===== src/core/cfr_map.vh =====
`ifndef CFR_MAP_VH
`define CFR_MAP_VH
// ------------------------------------------------------------
// flag register geometry
// ------------------------------------------------------------
`define CFR_WIDTH         32
`define CFR_FIELDS        8
`define CFR_FIELD_W       4
`define CFR_MSB_IDX       5'h1F
`define CFR_TOP_NIB_MASK  32'hF0000000
`define CFR_FLAGS_RESET   32'h00000000
`define CFR_WORD_ZERO     32'h00000000
`define CFR_NIB_ZERO      4'h0
// ------------------------------------------------------------
// dedicated fields
// ------------------------------------------------------------
`define CFR_INT_FIELD     3'h0
`define CFR_FP_FIELD      3'h1
`define CFR_FP_SUM_GROUP  3'h0
// ------------------------------------------------------------
// bit positions inside a field vector [3:0] (field bit 0 is msb)
// ------------------------------------------------------------
`define CFR_NIB_BELOW     2'h3
`define CFR_NIB_ABOVE     2'h2
`define CFR_NIB_MATCH     2'h1
`define CFR_NIB_SUMMARY   2'h0
// ------------------------------------------------------------
// operation codes
// ------------------------------------------------------------
`define CFR_OP_NONE       4'h0
`define CFR_OP_MOVE_GPR   4'h1
`define CFR_OP_COPY_FLD   4'h2
`define CFR_OP_COPY_FP    4'h3
`define CFR_OP_COPY_INTX  4'h4
`define CFR_OP_FLAG_LOGIC 4'h5
`define CFR_OP_CMP_SIGNED 4'h6
`define CFR_OP_CMP_UNSIGN 4'h7
`define CFR_OP_CMP_FLOAT  4'h8
`define CFR_OP_INT_RECORD 4'h9
`define CFR_OP_FP_RECORD  4'hA
`define CFR_OP_READ_ALL   4'hB
`endif


===== src/core/cfr_compare.v =====
`timescale 1ns/1ps
`include "cfr_map.vh"
// ------------------------------------------------------------
// compare outcome: {below, above, match, summary or unordered}
// ------------------------------------------------------------
module cfr_compare (
  opA,
  opB,
  isUnsigned,
  isFloat,
  fpLess,
  fpGreater,
  fpEqual,
  fpUnordered,
  summaryIn,
  outcome
);
  input  wire [31:0] opA;
  input  wire [31:0] opB;
  input  wire        isUnsigned;
  input  wire        isFloat;
  input  wire        fpLess;
  input  wire        fpGreater;
  input  wire        fpEqual;
  input  wire        fpUnordered;
  input  wire        summaryIn;
  output reg  [3:0]  outcome;

  wire signedLess;
  wire unsignedLess;
  wire isEqual;
  wire intLess;

  // flipping the sign bits turns a signed order into an unsigned one
  assign signedLess   = {~opA[31], opA[30:0]} < {~opB[31], opB[30:0]};
  assign unsignedLess = opA < opB;
  assign isEqual      = opA == opB;
  assign intLess      = isUnsigned ? unsignedLess : signedLess;

  // pick integer or floating-point outcome
  always @* begin
    outcome = `CFR_NIB_ZERO;
    if (isFloat) begin
      outcome[`CFR_NIB_BELOW]   = fpLess;
      outcome[`CFR_NIB_ABOVE]   = fpGreater;
      outcome[`CFR_NIB_MATCH]   = fpEqual;
      outcome[`CFR_NIB_SUMMARY] = fpUnordered;
    end else begin
      outcome[`CFR_NIB_BELOW]   = intLess;
      outcome[`CFR_NIB_ABOVE]   = ~intLess & ~isEqual;
      outcome[`CFR_NIB_MATCH]   = isEqual;
      outcome[`CFR_NIB_SUMMARY] = summaryIn;
    end
  end
endmodule


===== src/core/cfr_flags.v =====
`timescale 1ns/1ps
`include "cfr_map.vh"
module cfr_flags (
  clock,
  reset_n,
  clockEn,
  opValid,
  opCode,
  fieldMask,
  srcField,
  dstField,
  fpGroup,
  srcBitA,
  srcBitB,
  dstBit,
  logicTable,
  generalIn,
  cmpOpA,
  cmpOpB,
  intResult,
  intOverflowSet,
  intExcBits,
  fpStatus,
  fpLess,
  fpGreater,
  fpEqual,
  fpUnordered,
  soClear,
  condFlags,
  readData,
  readValid,
  summaryOverflow
);
  // ------------------------------------------------------------
  // ports
  // ------------------------------------------------------------
  input  wire        clock;
  input  wire        reset_n;
  input  wire        clockEn;         // low freezes all state
  input  wire        opValid;         // one operation this cycle
  input  wire [3:0]  opCode;          // which operation
  input  wire [7:0]  fieldMask;       // bit 7 selects field 0
  input  wire [2:0]  srcField;        // source field number
  input  wire [2:0]  dstField;        // destination field number
  input  wire [2:0]  fpGroup;         // fp status nibble number
  input  wire [4:0]  srcBitA;         // first flag bit, msb-first
  input  wire [4:0]  srcBitB;         // second flag bit, msb-first
  input  wire [4:0]  dstBit;          // target flag bit, msb-first
  input  wire [3:0]  logicTable;      // truth table indexed {a,b}
  input  wire [31:0] generalIn;       // general register value
  input  wire [31:0] cmpOpA;          // first compare operand
  input  wire [31:0] cmpOpB;          // second operand or immediate
  input  wire [31:0] intResult;       // integer destination result
  input  wire        intOverflowSet;  // this instruction overflowed
  input  wire [2:0]  intExcBits;      // exception flags after summary
  input  wire [31:0] fpStatus;        // fp status, final state
  input  wire        fpLess;          // fp compare: a < b
  input  wire        fpGreater;       // fp compare: a > b
  input  wire        fpEqual;         // fp compare: a = b
  input  wire        fpUnordered;     // fp compare: a nan seen
  input  wire        soClear;         // software clears summary
  output reg  [31:0] condFlags;
  output reg  [31:0] readData;
  output reg         readValid;
  output reg         summaryOverflow;

  // ------------------------------------------------------------
  // helper functions
  // ------------------------------------------------------------

  // field n of a msb-first word
  function [3:0] getField;
    input [31:0] word;
    input [2:0]  n;
    reg   [31:0] tmp;
    begin
      tmp      = word << {n, 2'h0};
      getField = tmp[31:28];
    end
  endfunction

  // word with field n replaced
  function [31:0] putField;
    input [31:0] word;
    input [2:0]  n;
    input [3:0]  nib;
    reg   [31:0] mask;
    reg   [31:0] data;
    begin
      mask     = `CFR_TOP_NIB_MASK >> {n, 2'h0};
      data     = {nib, 28'h0000000} >> {n, 2'h0};
      putField = (word & ~mask) | data;
    end
  endfunction

  // msb-first bit number to vector index
  function [4:0] bitPos;
    input [4:0] k;
    begin
      bitPos = `CFR_MSB_IDX - k;
    end
  endfunction

  // eight field selects widened to a 32-bit mask
  function [31:0] expandMask;
    input [7:0] sel;
    integer     i;
    begin
      expandMask = `CFR_WORD_ZERO;
      for (i = 0; i < `CFR_FIELDS; i = i + 1) begin
        if (sel[`CFR_FIELDS - 1 - i]) begin
          expandMask = expandMask | (`CFR_TOP_NIB_MASK >> (i * `CFR_FIELD_W));
        end
      end
    end
  endfunction

  // ------------------------------------------------------------
  // state
  // ------------------------------------------------------------
  reg  [31:0] flags_q;
  reg  [31:0] flags_d;
  reg  [31:0] readData_q;
  reg  [31:0] readData_d;
  reg         readValid_q;
  reg         readValid_d;
  reg         summary_q;
  reg         summary_d;
  reg         fieldWrite;    // one whole field is replaced
  reg  [2:0]  fieldSel;      // which field
  reg  [3:0]  fieldNib;      // its new contents

  wire        active;
  wire        overflowNow;
  wire        summaryFinal;
  wire        cmpUnsigned;
  wire        cmpFloat;
  wire [3:0]  cmpOutcome;
  wire [3:0]  recOutcome;
  wire [3:0]  fpSummaryNib;
  wire [31:0] moveMask;
  wire        logicA;
  wire        logicB;
  wire        logicResult;

  assign active = clockEn & opValid;

  // ------------------------------------------------------------
  // summary overflow
  // ------------------------------------------------------------

  // the value after this instruction, its own overflow included
  assign overflowNow  = active & intOverflowSet;
  assign summaryFinal = summary_q | overflowNow;

  // sticky: set wins over a clear in the same cycle
  always @* begin
    summary_d = summary_q;
    if (overflowNow) begin
      summary_d = 1'h1;
    end else if (soClear) begin
      summary_d = 1'h0;
    end
  end

  // ------------------------------------------------------------
  // compare and record outcomes
  // ------------------------------------------------------------
  assign cmpUnsigned = (opCode == `CFR_OP_CMP_UNSIGN);
  assign cmpFloat    = (opCode == `CFR_OP_CMP_FLOAT);

  // explicit compare, integer or floating-point
  cfr_compare uCompare (
    .opA         (cmpOpA),
    .opB         (cmpOpB),
    .isUnsigned  (cmpUnsigned),
    .isFloat     (cmpFloat),
    .fpLess      (fpLess),
    .fpGreater   (fpGreater),
    .fpEqual     (fpEqual),
    .fpUnordered (fpUnordered),
    .summaryIn   (summaryFinal),
    .outcome     (cmpOutcome)
  );

  // implicit record: signed compare of the result against zero
  cfr_compare uRecord (
    .opA         (intResult),
    .opB         (`CFR_WORD_ZERO),
    .isUnsigned  (1'h0),
    .isFloat     (1'h0),
    .fpLess      (1'h0),
    .fpGreater   (1'h0),
    .fpEqual     (1'h0),
    .fpUnordered (1'h0),
    .summaryIn   (summaryFinal),
    .outcome     (recOutcome)
  );

  // ------------------------------------------------------------
  // flag logic operands
  // ------------------------------------------------------------
  assign moveMask     = expandMask(fieldMask);
  assign fpSummaryNib = getField(fpStatus, `CFR_FP_SUM_GROUP);
  assign logicA       = flags_q[bitPos(srcBitA)];
  assign logicB       = flags_q[bitPos(srcBitB)];
  assign logicResult  = logicTable[{logicA, logicB}];

  // ------------------------------------------------------------
  // single-field writes
  // ------------------------------------------------------------

  // one-field operations: pick the field and its new nibble
  always @* begin
    fieldWrite = 1'h0;
    fieldSel   = dstField;
    fieldNib   = `CFR_NIB_ZERO;
    case (opCode)
      // copies from another field or a status register
      `CFR_OP_COPY_FLD: begin
        fieldWrite = 1'h1;
        fieldNib   = getField(flags_q, srcField);
      end
      `CFR_OP_COPY_FP: begin
        fieldWrite = 1'h1;
        fieldNib   = getField(fpStatus, fpGroup);
      end
      `CFR_OP_COPY_INTX: begin
        fieldWrite = 1'h1;
        fieldNib   = {summaryFinal, intExcBits};
      end
      // explicit compares into the named field
      `CFR_OP_CMP_SIGNED: begin
        fieldWrite = 1'h1;
        fieldNib   = cmpOutcome;
      end
      `CFR_OP_CMP_UNSIGN: begin
        fieldWrite = 1'h1;
        fieldNib   = cmpOutcome;
      end
      `CFR_OP_CMP_FLOAT: begin
        fieldWrite = 1'h1;
        fieldNib   = cmpOutcome;
      end
      // implicit records into the dedicated fields
      `CFR_OP_INT_RECORD: begin
        // undefined results simply pass through, which is allowed
        fieldWrite = 1'h1;
        fieldSel   = `CFR_INT_FIELD;
        fieldNib   = recOutcome;
      end
      `CFR_OP_FP_RECORD: begin
        fieldWrite = 1'h1;
        fieldSel   = `CFR_FP_FIELD;
        fieldNib   = fpSummaryNib;
      end
      default: begin
        fieldWrite = 1'h0;
      end
    endcase
  end

  // ------------------------------------------------------------
  // next flag value
  // ------------------------------------------------------------

  // every write of one operation lands in a single update
  always @* begin
    flags_d = flags_q;
    if (active) begin
      case (opCode)
        `CFR_OP_MOVE_GPR: begin
          flags_d = (flags_q & ~moveMask) | (generalIn & moveMask);
        end
        `CFR_OP_FLAG_LOGIC: begin
          flags_d[bitPos(dstBit)] = logicResult;
        end
        default: begin
          if (fieldWrite) begin
            flags_d = putField(flags_q, fieldSel, fieldNib);
          end
        end
      endcase
    end
  end

  // read path: snapshot of the whole word, flagged for one cycle
  always @* begin
    readData_d  = readData_q;
    readValid_d = 1'h0;
    if (active && (opCode == `CFR_OP_READ_ALL)) begin
      readData_d  = flags_q;
      readValid_d = 1'h1;
    end
  end

  // ------------------------------------------------------------
  // registers
  // ------------------------------------------------------------

  // eight msb-first fields held as one word
  always @(posedge clock or negedge reset_n) begin
    if (!reset_n) begin
      flags_q     <= `CFR_FLAGS_RESET;
      readData_q  <= `CFR_WORD_ZERO;
      readValid_q <= 1'h0;
      summary_q   <= 1'h0;
    end else if (clockEn) begin
      flags_q     <= flags_d;
      readData_q  <= readData_d;
      readValid_q <= readValid_d;
      summary_q   <= summary_d;
    end
  end

  // ------------------------------------------------------------
  // outputs, all from flip-flops
  // ------------------------------------------------------------
  always @* begin
    condFlags       = flags_q;
    readData        = readData_q;
    readValid       = readValid_q;
    summaryOverflow = summary_q;
  end
endmodule


===== config.mk =====
export PLATFORM = sky130hd
export DESIGN_NAME = cfr_flags
export DESIGN_NICKNAME = d
export VERILOG_FILES = /design/src/core/cfr_compare.v /design/src/core/cfr_flags.v
export VERILOG_INCLUDE_DIRS = /design/src /design/src/core
export SDC_FILE = /design/constraint.sdc
export NUM_CORES = 1
export LEC_CHECK = 0
export ABC_AREA = 1
export BUFFER_PORTS_ARGS = -buffer_cell sky130_fd_sc_hd__buf_2
export CORE_MARGIN = 2
export CORE_UTILIZATION = 46
export DETAILED_ROUTE_END_ITERATION = 8
export HOLD_SLACK_MARGIN = 0.06
export PLACE_DENSITY_LB_ADDON = 0.1
export SLEW_MARGIN = 20
export SYNTH_ARGS = -nofsm -noshare
export SYNTH_HDL_FRONTEND = slang
export SYNTH_SLANG_ARGS = --single-unit

===== constraint.sdc =====
create_clock -name clock -period 1.7 [get_ports clock]
set_clock_uncertainty 0.15 [all_clocks]
set_input_delay 0.085 -clock clock [delete_from_list [all_inputs] [get_ports clock]]
set_output_delay 0.085 -clock clock [all_outputs]
set_load 0.01 [all_outputs]

== Word level (Yosys, flattened, before mapping) ==
Cells that the tools add are included.
Cells by class
  $add $sub $neg: 3
  equality and inequality tests: 12
  bitwise logic cells: 19
  shifts and indexed selects: 4
  reduce and logical (&&, ||, !) cells: 10
  $lt $le $gt $ge: 8
  multiplexer cells: 27
Operator list (number)
  32-bit AND: 3
  32-bit < comparator: 2
  32-bit 2-to-1 mux: 2
  32-bit NOT: 2
  32-bit OR: 2
  32-bit one-hot mux with 2 select lines: 1
  32-bit by 5-bit << shifter with 32-bit output: 2
  32-bit bitwise mux: 1
  32-bit == test: 1
  32-bit logical NOT: 1
  32-bit < comparator (second input constant): 1
  32-bit by 5-bit >> shifter with 32-bit output: 1
  32-bit by 5-bit >> shifter with 32-bit output (first input constant): 1
  28-bit 2-to-1 mux: 1
  24-bit 2-to-1 mux: 1
  4-bit one-hot mux with 6 select lines: 1
  20-bit 2-to-1 mux: 1
  5-bit by 6-bit < comparator with 1-bit output (second input constant): 3
  4-bit by 3-bit == test with 1-bit output (second input constant): 4
  4-bit == test (second input constant): 4
  16-bit 2-to-1 mux: 1
  5-bit subtractor (first input constant): 3
  12-bit 2-to-1 mux: 1
  1-bit binary-select mux with 5-bit select: 2
  20 further kinds: 41
Storage, ports and cells
  register bits after elaboration: 66

== Longest topological paths before layout ==
Gate-level depths: netlist of the first run.
  depth after elaboration: 12
  depth in mapped cells: 21
  mapped depth without buffers: 21

== Modules after synthesis ==
Synthesis of the first run repeated with hierarchy kept, for this count alone.
Unflattened totals
  cells, all modules: 1365
  area, all modules: 8107.8 um^2
Modules (own cells, without submodules)
  cfr_flags: cells an instance 1045, seq. area each 1651.6 um^2, times used 1, area each 6145.9 um^2
  cfr_compare: cells an instance 160, seq. area each 0.0 um^2, times used 2, area each 980.9 um^2

== Least setup slack after synthesis of the first run ==
Ideal clock, no wire load.
  path kind: register to register
  from: register flags_q[18] (netlist: condFlags[18])
  to: register flags_q[2] (netlist: condFlags[2])
  arrival: 1566 ps
  stages on the path, launching flop included: 18
  setup slack: -129 ps
  period minus slack after synthesis: 1829 ps
  path through: dfrtp_1 > inv_1 > nand2_1 > nand3_1 > nand2_1 > nand2_1 > nand3_1 > nand2_1 > nand2_1 > nand2_1 > nand3_2 > nand2_4 > buf_6 > nand2_1 > nand2_1 > nand3_1 > nand2_1 > inv_1
Between the ends
  cells in the longest elaborated chain, start to end: 6
  elaborated cells between the ends (all ways): 13
  classes of those cells: 2 x shift; 10 x mux; 1 x bitwise
Ends and longest elaborated chain
  from (decl): line cfr_flags.v:121  | reg [31:0] flags_q;
  from (signal assigned): line cfr_flags.v:304  | flags_q <= `CFR_FLAGS_RESET;
  from (signal assigned): line cfr_flags.v:309  | flags_q <= flags_d;
  32-bit by 5-bit << shifter with 32-bit output (tied with other cells): line cfr_flags.v:77  | tmp = word << {n, 2'h0};
  4-bit one-hot mux with 6 select lines (tied with other cells): line cfr_flags.v:218  | case (opCode)
  32-bit by 5-bit >> shifter with 32-bit output / 1-bit binary-select mux with 2-bit select (equally long branches): line cfr_flags.v:91, cfr_flags.v:207
  32-bit OR / 1-bit 2-to-1 mux (equally long branches): line cfr_flags.v:92, cfr_flags.v:207
  32-bit 2-to-1 mux / 32-bit bitwise mux (equally long branches): line cfr_flags.v:279, cfr_flags.v:276
  32-bit one-hot mux with 2 select lines *: line cfr_flags.v:271  | case (opCode)
Every way passes the cells marked *; elsewhere a longest branch is shown, timed or not. The select of a mux whose other input is x is not followed.
A chain may end at the register's enable or synchronous reset.

== Worst setup path after layout of the first run ==
  from: register flags_q[10] (netlist: condFlags[10])
  to: register flags_q[2] (netlist: condFlags[2])
Same word-level chain as after synthesis.

==> summary.txt, run 1 <==
DETAILED ROUTING
----------------------------------------------------------------------------------------------------
Wire length per cell after detailed routing                                                  16.8 um
Routed via count                                                                                9965
Total Wirelength                                                                             30.6 mm
Routed length on met1                                                                        12.4 mm
First-pass detailed-route iteration total                                                          5
Remaining design rule violation count                                                              0
Met3 Routed Length                                                                           3.42 mm
Detail Route Antenna Nets                                                                          0
Topmost layer with routed signal wires                                                          met4
Met2 Routed Length                                                                           13.5 mm
Via density per instance                                                                        5.48
Number of violations reported at the end of detailed-routing iteration 0                        1007

PLACED DESIGN
----------------------------------------------------------------------------------------------------
Post-Place Cells                                                                                1765
Worst slack at placement                                                                     -500 ps
Global placer's final weighted congestion                                                       1.00
Total half-perimeter wirelength after legalization and detailed placement                    22.6 mm
IO Port Bufs                                                                                     278
Post-DP Area                                                                                9640 um2

SYNTH
----------------------------------------------------------------------------------------------------
Share of the yosys chip area belonging to registers                                            0.236
Synthesized area per cell                                                                   5.85 um2
Warnings, synthesis                                                                                0
Post-synthesis net count                                                                        1440
Cell area after synthesis                                                                   6980 um2
Number of flip-flops and latches in the synthesized netlist                                       66
Post-synthesis cell type count                                                                    37
Syn Inst Count                                                                                  1194

CTS
----------------------------------------------------------------------------------------------------
TritonCTS Sinks                                                                                   66
Number of buffers between clock root and the deepest sink                                          2
Number of clock buffers inserted by TritonCTS                                                      9
Clock tree from TritonCTS                                                                        yes
H-tree depth reported by CTS                                                                       3
Clock-pin slew reported for the worst setup and hold paths after clock tree synthesis          60 ps
Insertion delay of the later-clocked pin in the worst-skew pair                               350 ps
Root Buffer Master                                                                      sky130_fd_sc_hd__clkbuf_16

LAYOUT
----------------------------------------------------------------------------------------------------
Most common cell after layout, fill and taps aside                                      sky130_fd_sc_hd__nand2_1
Antenna cell count                                                                                 0
Share of final-layout standard cells stronger than drive strength 1                            0.419
Filler instances                                                                                1340
Utilization after layout                                                                       0.728
Area growth from synthesis to layout                                                           56.8%
Final cell count without fillers                                                                1819
Fin area                                                                                   10900 um2
Commonest non-fill, non-tap cells in the layout                                         sky130_fd_sc_hd__nand2_1, sky130_fd_sc_hd__buf_2, sky130_fd_sc_hd__buf_4
Post-layout nets                                                                                1872

TIMING
----------------------------------------------------------------------------------------------------
Transition time at the pin with the least slew margin                                         559 ps
Fraction of the cycle the final worst path needs                                                1.23
Fmax                                                                                         480 MHz
Hold Violations, Final                                                                             0
Final worst path period need                                                                 2080 ps
Worst Hold Margin                                                                            61.3 ps
Setup TNS                                                                                  -11170 ps
RSZ-0062 raised after global routing                                                             yes
Final setup violation count                                                                       32
Pins over their slew limit                                                                         0
Worst slew margin relative to its limit                                                        0.627
Crit path setup slack, layout                                                                -385 ps

GLOBAL ROUTING
----------------------------------------------------------------------------------------------------
Number of global-route vias before repair                                                       8966
Global-route wire length before repair                                                       45.4 mm
GRT Residual Overflow                                                                              0
Largest net degree at the start of global routing                                                 67
Antenna violations before repair                                                                   0
Overall global routing resource usage                                                          0.357

PWR
----------------------------------------------------------------------------------------------------
Total power draw                                                                             9.80 mW
Pwr per Cell Area                                                                         895 nW/um2
Worst ir drop on vdd                                                                      0.000787 V
Lkg Pwr                                                                                      5.81 nW

SETUP PATH
----------------------------------------------------------------------------------------------------
Worst-path cell chain                                                                   inv_2 > nand2_1 > nand3_2 > nand2_2 > nand2_1 > nand3_2 > nand3_1 > o21ai_4 > nand3_4 > nand2_8 > buf_12 > nand2_1 > nand2_1 > nand3_1 > nand2_1 > inv_1
Kind of start point of the critical path                                                        flop
Kind of cell adding the most delay to the critical path                                 simple AND/OR/NAND/NOR gates
Arr. time, crit path                                                                         2180 ps
Category of the most critical setup path                                                  reg -> reg
Cell with the most instances on the worst path                                          sky130_fd_sc_hd__nand2_1
Critical path capture point type                                                                flop
Cell at the slowest stage of the critical path                                          sky130_fd_sc_hd__dfrtp_1
Buffers plus inverters on the worst setup path                                                     3
CP Max Fanout                                                                                      5
CP required                                                                                  1800 ps
Worst stage delay on the critical path                                                        410 ps

FLOORPLANNING
----------------------------------------------------------------------------------------------------
Full die area                                                                              16200 um2
Effective utilization at floorplan                                                             0.465
Number of placement rows                                                                          45
Area of the core                                                                           15000 um2
Die X                                                                                         127 um
Height of the die                                                                             127 um
Top-level I/O count                                                                              279

MIN PATH
----------------------------------------------------------------------------------------------------
Path class of the lowest-slack min-delay path                                              in -> reg

FLOW RUN
----------------------------------------------------------------------------------------------------
Max-cap check violation count                                                                      0

OUTCOME
----------------------------------------------------------------------------------------------------
Failing checks                                                                          negative setup slack
Outcome                                                                                 finished with violations

==> routing by layer <==
layer | GRT usage | vias up
met5 | 0 | -
met4 | 0.130 | 0
li1 | - | 4774
met1 | 0.489 | 4464
met3 | 0.0628 | 105
met2 | 0.566 | 622
==> final timing paths <==
path / from / to / slack, ps / depth (start not counted)
min in group asynchronous: reset_n / readData[8]$_DFFE_PN0P_ / 140 / 3
min: generalIn[4] / condFlags[4]$_DFFE_PN0P_ / 60 / 7
max reg2reg: condFlags[10]$_DFFE_PN0P_ / condFlags[2]$_DFFE_PN0P_ / -380 / 16
max: condFlags[10]$_DFFE_PN0P_ / condFlags[2]$_DFFE_PN0P_ / -380 / 16
max in group asynchronous: reset_n / condFlags[3]$_DFFE_PN0P_ / 920 / 3
min reg2reg: readData[4]$_DFFE_PN0P_ / readData[4]$_DFFE_PN0P_ / 330 / 2
==> power by group <==
part,switching [mW],total [mW],internal (mW),leakage (nW)
registers,0.448,2.47,2.02,0.764
logic,2.80,5.12,2.32,4.88
clock network,0.776,2.21,1.44,0.163
==> sequential cells by signal (all words and copies together) (netlist names) <==
name / cells
condFlags: 32
readData: 32
readValid: 1
summaryOverflow: 1
==> Yosys cell counts, drive strengths merged <==
master	instances	area, um2
a21o	3	22.5
o21ai	141	709
nand3b	1	7.51
o21a	3	22.5
o221ai	3	26.3
inv	140	538
nand3	131	713
mux2i	1	10.0
nor3	4	20.0
nand4	4	31.3
o211ai	6	45.0
o21bai	1	7.51
dfrtp	66	1650
clkinv	1	3.75
buf	16	129
a21oi	116	592
clkbuf	26	97.6
ha	33	413
o22ai	3	18.8
nor2	148	601
a31oi	2	12.5
nand2	345	1310
==> layout make-up <==
| class | instances | area (um2) | share of cell area |
|---|---|---|---|
| multi-input cells | 945 | 5150 | 0.470 |
| repair buffers | 463 | 3010 | 0.275 |
| flip-flops and latches | 66 | 1670 | 0.153 |
| inverters | 141 | 544 | 0.0497 |
| well taps | 188 | 235 | 0.0215 |
| clock buffers | 10 | 229 | 0.0209 |
| clock inverters | 6 | 115 | 0.0105 |
==> worst min-delay path, cell delays in order <==
cell                      delay [ps]
sky130_fd_sc_hd__buf_2            80
sky130_fd_sc_hd__nand2_1          40
sky130_fd_sc_hd__o21ai_0          60
sky130_fd_sc_hd__nand2_1          50
sky130_fd_sc_hd__nand2_1          50
sky130_fd_sc_hd__a21oi_1          40
sky130_fd_sc_hd__a21oi_1         110
==> logic make-up (layout without fill, tap and decap cells) <==
family / after synthesis / count (layout) / synth area share
compound gates: 278 / 278 / 0.209
flops: 66 / 66 / 0.236
simple gates: 633 / 633 / 0.384
mux: 1 / 1 / 0.00143
fa+ha+maj: 33 / 33 / 0.0591
buf+inv: 183 / 620 / 0.110
==> repair_timing <==
item,in CTS,in global routing
hold endpoints to repair,72,0
pin swaps,6,56
hold buffers,8,0
setup buffers,6,21
endpoints found under the setup margin,32,32
gates resized for setup,17,153
cloned,0,3
Power figures use the tool's default switching activity.
==> inputs of run 2 (changes only) <==
- ABC_AREA: 1 -> 0
- CORE_UTILIZATION: 46 -> 44
- GPL_TIMING_DRIVEN: not set -> 0
==> run 2 against run 1 <==
Compared with the run above: the flow still finishes with violations (negative setup slack); combinational power down 11%; critical path type unchanged; maximum frequency fell by 26%; via count decreased by 23%; worst setup slack worse by 730 ps.
==> summary.txt, run 2 <==
FLOORPLANNING
----------------------------------------------------------------------------------------------------
Height of the die                                                                             124 um   was 127 um
Full die area                                                                              15500 um2   was 16200 um2
Effective utilization at floorplan                                                             0.454   was 0.465
Area of the core                                                                           14000 um2   was 15000 um2
Number of placement rows                                                                          43   was 45
Top-level I/O count                                                                              279   unchanged
Die X                                                                                         124 um   was 127 um

PWR
----------------------------------------------------------------------------------------------------
Sequential fraction of design power                                                            0.298   was 0.252
Pwr per Cell Area                                                                         996 nW/um2   was 895 nW/um2
Share of total power in the clock network                                                      0.199   was 0.226
Net switching component of the power                                                         3.68 mW   was 4.02 mW
Switching Fraction                                                                             0.404   was 0.410
Worst ir drop on vdd                                                                      0.000640 V   was 0.000787 V
Portion of total power attributed to combinational logic                                       0.503   was 0.522
Cell-internal power                                                                          5.43 mW   was 5.78 mW
Lkg Pwr                                                                                      4.19 nW   was 5.81 nW

LAYOUT
----------------------------------------------------------------------------------------------------
Final cell count without fillers                                                                1252   was 1819
Commonest non-fill, non-tap cells in the layout                                         sky130_fd_sc_hd__buf_2, sky130_fd_sc_hd__a21oi_1, sky130_fd_sc_hd__nor2_1   was sky130_fd_sc_hd__nand2_1, sky130_fd_sc_hd__buf_2, sky130_fd_sc_hd__buf_4
Share of final-layout standard cells stronger than drive strength 1                            0.433   was 0.419
Utilization after layout                                                                       0.651   was 0.728
Antenna cell count                                                                                 0   unchanged
Area growth from synthesis to layout                                                           43.4%   was 56.8%
Most common cell after layout, fill and taps aside                                      sky130_fd_sc_hd__buf_2   was sky130_fd_sc_hd__nand2_1
Post-layout nets                                                                                1314   was 1872

TIMING
----------------------------------------------------------------------------------------------------
Hold Violations, Final                                                                             0   unchanged
Fraction of the cycle the final worst path needs                                                1.66   was 1.23
Crit path setup slack, layout                                                               -1120 ps   was -385 ps
Fmax                                                                                         355 MHz   was 480 MHz
Worst Hold Margin                                                                            77.1 ps   was 61.3 ps
Final worst path period need                                                                 2820 ps   was 2080 ps
Worst slew margin relative to its limit                                                        0.179   was 0.627
RSZ-0062 raised after global routing                                                             yes   unchanged
Setup TNS                                                                                  -34030 ps   was -11170 ps
Pins over their slew limit                                                                         0   unchanged
Transition time at the pin with the least slew margin                                        1230 ps   was 559 ps
Final setup violation count                                                                       32   unchanged

SETUP PATH
----------------------------------------------------------------------------------------------------
Worst-case register-to-register setup slack                                                 -1120 ps   was -380 ps
Kind of start point of the critical path                                                        flop   unchanged
Reg-to-reg startpoint                                                                   condFlags[25]$_DFFE_PN0P_   was condFlags[10]$_DFFE_PN0P_
CP required                                                                                  1790 ps   was 1800 ps
Arr. time, crit path                                                                         2910 ps   was 2180 ps
CP Max Fanout                                                                                      7   was 5
Category of the most critical setup path                                                  reg -> reg   unchanged
Capture point of the worst reg-to-reg path                                              condFlags[6]$_DFFE_PN0P_   was condFlags[2]$_DFFE_PN0P_
Critical path capture point type                                                                flop   unchanged
Worst Reg-to-Reg Cells                                                                             8   was 16

CTS
----------------------------------------------------------------------------------------------------
Root Buffer Master                                                                      sky130_fd_sc_hd__clkbuf_16   unchanged
Insertion delay of the later-clocked pin in the worst-skew pair                               340 ps   was 350 ps
Clock-pin slew reported for the worst setup and hold paths after clock tree synthesis          60 ps   about the same
TritonCTS Sinks                                                                                   66   unchanged
Clock tree from TritonCTS                                                                        yes   unchanged
Number of clock buffers inserted by TritonCTS                                                      9   unchanged
H-tree depth reported by CTS                                                                       3   unchanged
Number of buffers between clock root and the deepest sink                                          2   unchanged

DETAILED ROUTING
----------------------------------------------------------------------------------------------------
Detail Route Antenna Nets                                                                          0   unchanged
Total Wirelength                                                                             26.1 mm   was 30.6 mm
Routed via count                                                                                7689   was 9965
Remaining design rule violation count                                                              0   unchanged
Wire length per cell after detailed routing                                                  20.8 um   was 16.8 um
First-pass detailed-route iteration total                                                          6   was 5
Via density per instance                                                                        6.14   was 5.48
Number of violations reported at the end of detailed-routing iteration 0                         821   was 1007

SYNTH
----------------------------------------------------------------------------------------------------
Cell with the most instances after synthesis                                            sky130_fd_sc_hd__a21oi_1   was sky130_fd_sc_hd__nand2_1
Syn Inst Count                                                                                   735   was 1194
Warnings, synthesis                                                                                0   unchanged
Largest area contributor in the synthesized netlist                                     sky130_fd_sc_hd__dfrtp_1   unchanged
Synthesized area per cell                                                                   8.68 um2   was 5.85 um2
Post-synthesis cell type count                                                                    57   was 37
Share of the yosys chip area belonging to registers                                            0.259   was 0.236
Cell types with the highest counts after synthesis                                      sky130_fd_sc_hd__a21oi_1, sky130_fd_sc_hd__dfrtp_1, sky130_fd_sc_hd__nor2_1   was sky130_fd_sc_hd__nand2_1, sky130_fd_sc_hd__nor2_1, sky130_fd_sc_hd__o21ai_0
Number of flip-flops and latches in the synthesized netlist                                       66   unchanged
FFs w/ async S/R, synth                                                                         1.00   unchanged
Cell area after synthesis                                                                   6380 um2   was 6980 um2
EDFF count, synth                                                                                  0   unchanged
Synth top area cells                                                                    sky130_fd_sc_hd__dfrtp_1, sky130_fd_sc_hd__mux4_2, sky130_fd_sc_hd__ha_1   was sky130_fd_sc_hd__dfrtp_1, sky130_fd_sc_hd__nand2_1, sky130_fd_sc_hd__o21ai_0
Post-synthesis net count                                                                         981   was 1440
Proportion of netlist area held by the largest area contributor                                0.259   was 0.236
Primary flip-flop cell chosen by synthesis mapping                                      sky130_fd_sc_hd__dfrtp_1   unchanged

MIN PATH
----------------------------------------------------------------------------------------------------
Cell count of the worst hold path                                                                  4   was 7
HP Start                                                                                 dstField[2]   was generalIn[4]
Path class of the lowest-slack min-delay path                                              in -> reg   unchanged
Worst Hold Endpoint                                                                     condFlags[30]$_DFFE_PN0P_   was condFlags[4]$_DFFE_PN0P_

GLOBAL ROUTING
----------------------------------------------------------------------------------------------------
Overall global routing resource usage                                                          0.324   was 0.357
Largest net degree at the start of global routing                                                 47   was 67
Number of global-route vias before repair                                                       7342   was 8966
Antenna violations before repair                                                                   0   unchanged
GRT Residual Overflow                                                                              0   unchanged
Global-route wire length before repair                                                       39.9 mm   was 45.4 mm

OUTCOME
----------------------------------------------------------------------------------------------------
Outcome                                                                                 finished with violations   unchanged
Failing checks                                                                          negative setup slack   unchanged

FLOW RUN
----------------------------------------------------------------------------------------------------
Max-cap check violation count                                                                      0   unchanged

PLACED DESIGN
----------------------------------------------------------------------------------------------------
Global placer's final weighted congestion                                                      0.964   was 1.00
Total half-perimeter wirelength after legalization and detailed placement                    18.7 mm   was 22.6 mm
IO Port Bufs                                                                                     262   was 278
Post-Place Cells                                                                                1178   was 1765

## run 2: cell count changes after synthesis, sizes merged, moves of 13 or more
cell	previous run	this run
o21ai	141	56
a22oi	0	13
a21oi	116	67
nand3	131	27
nand2	345	38
clkbuf	26	41
nor2	148	66
inv	140	39
mux4	0	28
mux2	0	33
mux2i	1	41
## run 2: area by class of cell
type                    instances  area [um2]
fillers                      1227        4890
multi-input cells             579        4700
repair buffers                322        1860
flip-flops and latches         66        1690
clock buffers                  13         270
plain buffers                  51         246
well taps                     180         225
inverters                      39         146
clock inverters                 2        12.5
## run 2: worst max-delay path by stage
| stage | cells after the start | startpoint | slack (ps) | to |
|---|---|---|---|---|
| after floorplan | 7 | condFlags[0]$_DFFE_PN0P_ | -890 | condFlags[2]$_DFFE_PN0P_ |
| after global routing | 9 | condFlags[14]$_DFFE_PN0P_ | -1210 | condFlags[31]$_DFFE_PN0P_ |
| final | 8 | condFlags[25]$_DFFE_PN0P_ | -1120 | condFlags[6]$_DFFE_PN0P_ |
| after detailed placement | 10 | opCode[2] | -1360 | condFlags[15]$_DFFE_PN0P_ |
| after CTS | 8 | condFlags[22]$_DFFE_PN0P_ | -1050 | condFlags[6]$_DFFE_PN0P_ |
| after global placement | 8 | opCode[3] | -1340 | condFlags[30]$_DFFE_PN0P_ |
## run 2: power groups by stage
stage / Combinational, mW / Clock (mW) / Sequential [mW]
2_1_floorplan: 1.82 / 0 / 2.84
6_report: 4.58 / 1.81 / 2.72
3_3_place_gp: 3.25 / 0 / 2.96
3_5_place_dp: 3.28 / 0 / 2.96
5_1_grt: 4.87 / 1.88 / 2.77
4_1_cts: 4.24 / 1.81 / 2.69
## run 2: routing by layer
metal  GRT usage  routed length (um)  up-vias
li1            -                   -     3490
met1       0.440               10600     3628
met2       0.512               11800      492
met3      0.0614                2590       79
met4       0.126                1090        0
met5           0                   0        -
## run 2: what timing repair did
| action | CTS | global route |
|---|---|---|
| pin swaps | 6 | 13 |
| gates resized for setup | 54 | 32 |
| buffers inserted | 36 | 3 |
| setup endpoints to repair | 62 | 61 |
| hold buffers | 19 | 0 |
| gates cloned | 0 | 1 |
| hold endpoints to repair | 80 | 0 |
## run 2: kinds of logic after synthesis
family / after synthesis / synth area share
AOI/OAI and AO/OA: 232 / 0.236
and+or+nand+nor: 212 / 0.164
muxes: 102 / 0.222
buffers and inverters: 90 / 0.0543
DFF: 66 / 0.259
adders and majority gates: 33 / 0.0647
## run 2: critical path, cell delays in order (launching register included)
cell                      delay [ps]
sky130_fd_sc_hd__dfrtp_2         440
sky130_fd_sc_hd__mux4_2          530
sky130_fd_sc_hd__mux4_2          490
sky130_fd_sc_hd__mux2i_2         210
sky130_fd_sc_hd__mux2i_2         270
sky130_fd_sc_hd__buf_6           190
sky130_fd_sc_hd__buf_12          130
sky130_fd_sc_hd__nor3_2           40
sky130_fd_sc_hd__o32ai_2         260
## run 2: per-stage QoR
stage / power [mW] / area, um2 / worst slack (ps)
6_report: 9.11 / 9150 / -1120
5_1_grt: 9.52 / 9150 / -1210
4_1_cts: 8.74 / 8950 / -1050
3_5_place_dp: 6.25 / 8000 / -1360
3_3_place_gp: 6.21 / 7970 / -1340
2_1_floorplan: 4.66 / 6430 / -886
==> inputs of run 3 (changes only) <==
- CORE_UTILIZATION: 44 -> 45
- CTS_BUF_LIST: not set -> sky130_fd_sc_hd__clkbuf_8
==> run 3 against run 2 <==
Compared with the run above: the flow still finishes with violations (negative setup slack); wire length rose by 1.4%; register-to-register slack improved by 20 ps; count of clock-buffer cells in the layout fell by 2; cell count rose by 1.8%; critical path type unchanged; largest cell class unchanged; highest routed layer unchanged.
==> summary.txt, run 3 (synthesis gave the netlist of run 2 again) <==
MIN PATH
----------------------------------------------------------------------------------------------------
Path class of the lowest-slack min-delay path                                              in -> reg   unchanged
HP Start                                                                                 dstField[2]   unchanged
Cell count of the worst hold path                                                                  4   unchanged
Worst Hold Endpoint                                                                     condFlags[31]$_DFFE_PN0P_   was condFlags[30]$_DFFE_PN0P_

CTS
----------------------------------------------------------------------------------------------------
Clock-pin slew reported for the worst setup and hold paths after clock tree synthesis          80 ps   was 60 ps
Hold-fix buffers, CTS                                                                             31   was 19
Clock tree from TritonCTS                                                                        yes   unchanged
TritonCTS Sinks                                                                                   66   unchanged
Root Buffer Master                                                                      sky130_fd_sc_hd__clkbuf_8   was sky130_fd_sc_hd__clkbuf_16
H-tree depth reported by CTS                                                                       3   unchanged
Number of clock buffers inserted by TritonCTS                                                      9   unchanged
Insertion delay of the later-clocked pin in the worst-skew pair                               370 ps   was 340 ps
Number of buffers between clock root and the deepest sink                                          2   unchanged

PWR
----------------------------------------------------------------------------------------------------
Worst ir drop on vdd                                                                      0.000548 V   was 0.000640 V
Net switching component of the power                                                         3.70 mW   was 3.68 mW
Cell-internal power                                                                          5.27 mW   was 5.43 mW
Pwr per Cell Area                                                                         963 nW/um2   was 996 nW/um2
Sequential fraction of design power                                                            0.292   was 0.298
Portion of total power attributed to combinational logic                                       0.547   was 0.503
Lkg Pwr                                                                                      4.25 nW   was 4.19 nW
Switching Fraction                                                                             0.413   was 0.404
Share of total power in the clock network                                                      0.161   was 0.199

SETUP PATH
----------------------------------------------------------------------------------------------------
Worst-path cell chain                                                                   mux4_2 > mux4_2 > mux2i_2 > mux2i_2 > buf_6 > buf_12 > nor3_4 > o32ai_2   was mux4_2 > mux4_2 > mux2i_2 > mux2i_2 > buf_6 > buf_12 > nor3_2 > o32ai_2
Worst stage delay on the critical path                                                        520 ps   was 530 ps
Kind of cell adding the most delay to the critical path                                 multiplexers   unchanged
CP Max Fanout                                                                                      5   was 7
Kind of start point of the critical path                                                        flop   unchanged
Critical path capture point type                                                                flop   unchanged
Source of the critical timing path                                                      condFlags[25]$_DFFE_PN0P_   unchanged
Number of gates on the worst path with buffers counted                                             8   unchanged
Category of the most critical setup path                                                  reg -> reg   unchanged
Cell at the slowest stage of the critical path                                          sky130_fd_sc_hd__mux4_2   unchanged
Capture point of the worst reg-to-reg path                                              condFlags[6]$_DFFE_PN0P_   unchanged
Buffers plus inverters on the worst setup path                                                     2   unchanged
Worst-case register-to-register setup slack                                                 -1100 ps   was -1120 ps
Reg-to-reg startpoint                                                                   condFlags[25]$_DFFE_PN0P_   unchanged
CP required                                                                                  1810 ps   was 1790 ps
Arr. time, crit path                                                                         2910 ps   about the same
Worst Reg-to-Reg Cells                                                                             8   unchanged

TIMING
----------------------------------------------------------------------------------------------------
Fmax                                                                                         358 MHz   was 355 MHz
Fraction of the cycle the final worst path needs                                                1.65   was 1.66
Pins over their slew limit                                                                         0   unchanged
Worst slew margin relative to its limit                                                        0.208   was 0.179
Transition time at the pin with the least slew margin                                        1190 ps   was 1230 ps
Crit path setup slack, layout                                                               -1100 ps   was -1120 ps
Hold Violations, Final                                                                             0   unchanged
Setup TNS                                                                                  -32620 ps   was -34030 ps
Final setup violation count                                                                       32   unchanged
Final worst path period need                                                                 2800 ps   was 2820 ps
RSZ-0062 raised after global routing                                                             yes   unchanged

DETAILED ROUTING
----------------------------------------------------------------------------------------------------
Remaining design rule violation count                                                              0   unchanged
Detail Route Antenna Nets                                                                          0   unchanged
Wire length per cell after detailed routing                                                  20.8 um   about the same
Via density per instance                                                                        6.12   was 6.14
Routed via count                                                                                7795   was 7689
First-pass detailed-route iteration total                                                          6   unchanged
Number of violations reported at the end of detailed-routing iteration 0                         866   was 821
Total Wirelength                                                                             26.5 mm   was 26.1 mm

FLOORPLANNING
----------------------------------------------------------------------------------------------------
Height of the die                                                                             123 um   was 124 um
Effective utilization at floorplan                                                             0.459   was 0.454
Area of the core                                                                           13900 um2   was 14000 um2
Top-level I/O count                                                                              279   unchanged
Full die area                                                                              15100 um2   was 15500 um2
Number of placement rows                                                                          43   unchanged
Die X                                                                                         123 um   was 124 um

PLACED DESIGN
----------------------------------------------------------------------------------------------------
Worst slack at placement                                                                    -1380 ps   was -1360 ps
Post-Place Cells                                                                                1178   unchanged
IO Port Bufs                                                                                     262   unchanged
Global placer's final weighted congestion                                                       1.00   was 0.964
Total half-perimeter wirelength after legalization and detailed placement                    18.7 mm   about the same
Post-DP Area                                                                                8000 um2   about the same

LAYOUT
----------------------------------------------------------------------------------------------------
Fin area                                                                                    9310 um2   was 9150 um2
Utilization after layout                                                                       0.671   was 0.651
Post-layout nets                                                                                1333   was 1314
Area growth from synthesis to layout                                                           46.0%   was 43.4%
Most common cell after layout, fill and taps aside                                      sky130_fd_sc_hd__buf_2   unchanged
Final cell count without fillers                                                                1274   was 1252
Share of final-layout standard cells stronger than drive strength 1                            0.432   was 0.433
Commonest non-fill, non-tap cells in the layout                                         sky130_fd_sc_hd__buf_2, sky130_fd_sc_hd__a21oi_1, sky130_fd_sc_hd__nor2_1   unchanged

GLOBAL ROUTING
----------------------------------------------------------------------------------------------------
Largest net degree at the start of global routing                                                 38   was 47
GRT Residual Overflow                                                                              0   unchanged
Number of global-route vias before repair                                                       7478   was 7342
Global-route wire length before repair                                                       39.8 mm   was 39.9 mm
Overall global routing resource usage                                                          0.345   was 0.324
Antenna violations before repair                                                                   2   was 0

OUTCOME
----------------------------------------------------------------------------------------------------
Failing checks                                                                          negative setup slack   unchanged
Outcome                                                                                 finished with violations   unchanged

FLOW RUN
----------------------------------------------------------------------------------------------------
Max-cap check violation count                                                                      0   unchanged

-- run 3: cell count changes in the layout (fill, tap and decap cells not counted), sizes merged --
| cell | change |
|---|---|
| clkinvlp | +2 |
| bufinv | +1 |
| clkinv | -1 |
| diode | +2 |
| dlygate4sd3 | +13 |
| clkbuf | -2 |
| inv | +1 |
| buf | +6 |
-- run 3: routing by layer --
metal | track usage | routed length (um) | share of wire
met5 | 0 | 0 | 0
met4 | 0.175 | 1440 | 0.054
met3 | 0.0780 | 2630 | 0.099
met2 | 0.529 | 11600 | 0.44
met1 | 0.459 | 10800 | 0.41
-- run 3: worst reg2reg max path: stages, from the launching register on --
cell and delay, ps:
sky130_fd_sc_hd__dfrtp_2 440, sky130_fd_sc_hd__mux4_2 520, sky130_fd_sc_hd__mux4_2 480, sky130_fd_sc_hd__mux2i_2 210
sky130_fd_sc_hd__mux2i_2 240, sky130_fd_sc_hd__buf_6 170, sky130_fd_sc_hd__buf_12 150, sky130_fd_sc_hd__nor3_4 40
sky130_fd_sc_hd__o32ai_2 290
-- run 3: area by class of cell --
type | count | area, um2
multi-input combinational | 579 | 4740
tap | 180 | 225
clock buffer | 11 | 151
clock inverter | 5 | 61.3
inverter | 39 | 146
fill | 1192 | 4570
sequential | 66 | 1690
buffer | 50 | 241
antenna | 2 | 5.00
timing repair buffer | 342 | 2050
-- run 3: what timing repair did --
action | CTS | global route
pin swaps | 8 | 19
gates resized for setup | 58 | 34
setup endpoints to repair | 62 | 61
cloned | 0 | 2
buffers inserted | 42 | 5
endpoints found under the hold margin | 92 | 1
-- run 3: worst max path at each step --
stage | endpoint | slack, ps
after floorplan | condFlags[2]$_DFFE_PN0P_ | -890
after global placement | condFlags[29]$_DFFE_PN0P_ | -1380
after detailed placement | condFlags[29]$_DFFE_PN0P_ | -1380
after CTS | condFlags[15]$_DFFE_PN0P_ | -1050
after global routing | condFlags[6]$_DFFE_PN0P_ | -1140
final | condFlags[6]$_DFFE_PN0P_ | -1100
-- run 3: power groups by stage --
stage | Clock [mW] | Combinational, mW | Sequential, mW
final | 1.45 | 4.91 | 2.62
after CTS | 1.46 | 4.39 | 2.63
after floorplan | 0 | 1.82 | 2.84
after detailed placement | 0 | 3.27 | 2.94
after global placement | 0 | 3.24 | 2.94
after global routing | 1.51 | 5.26 | 2.66
-- run 3: stage by stage --
| step | hold WS, ps | total power [mW] |
|---|---|---|
| 2_1_floorplan | -361 | 4.66 |
| 3_3_place_gp | 199 | 6.18 |
| 3_5_place_dp | -105 | 6.22 |
| 4_1_cts | -0.609 | 8.47 |
| 5_1_grt | 46.8 | 9.43 |
| 6_report | 6.79 | 8.97 |
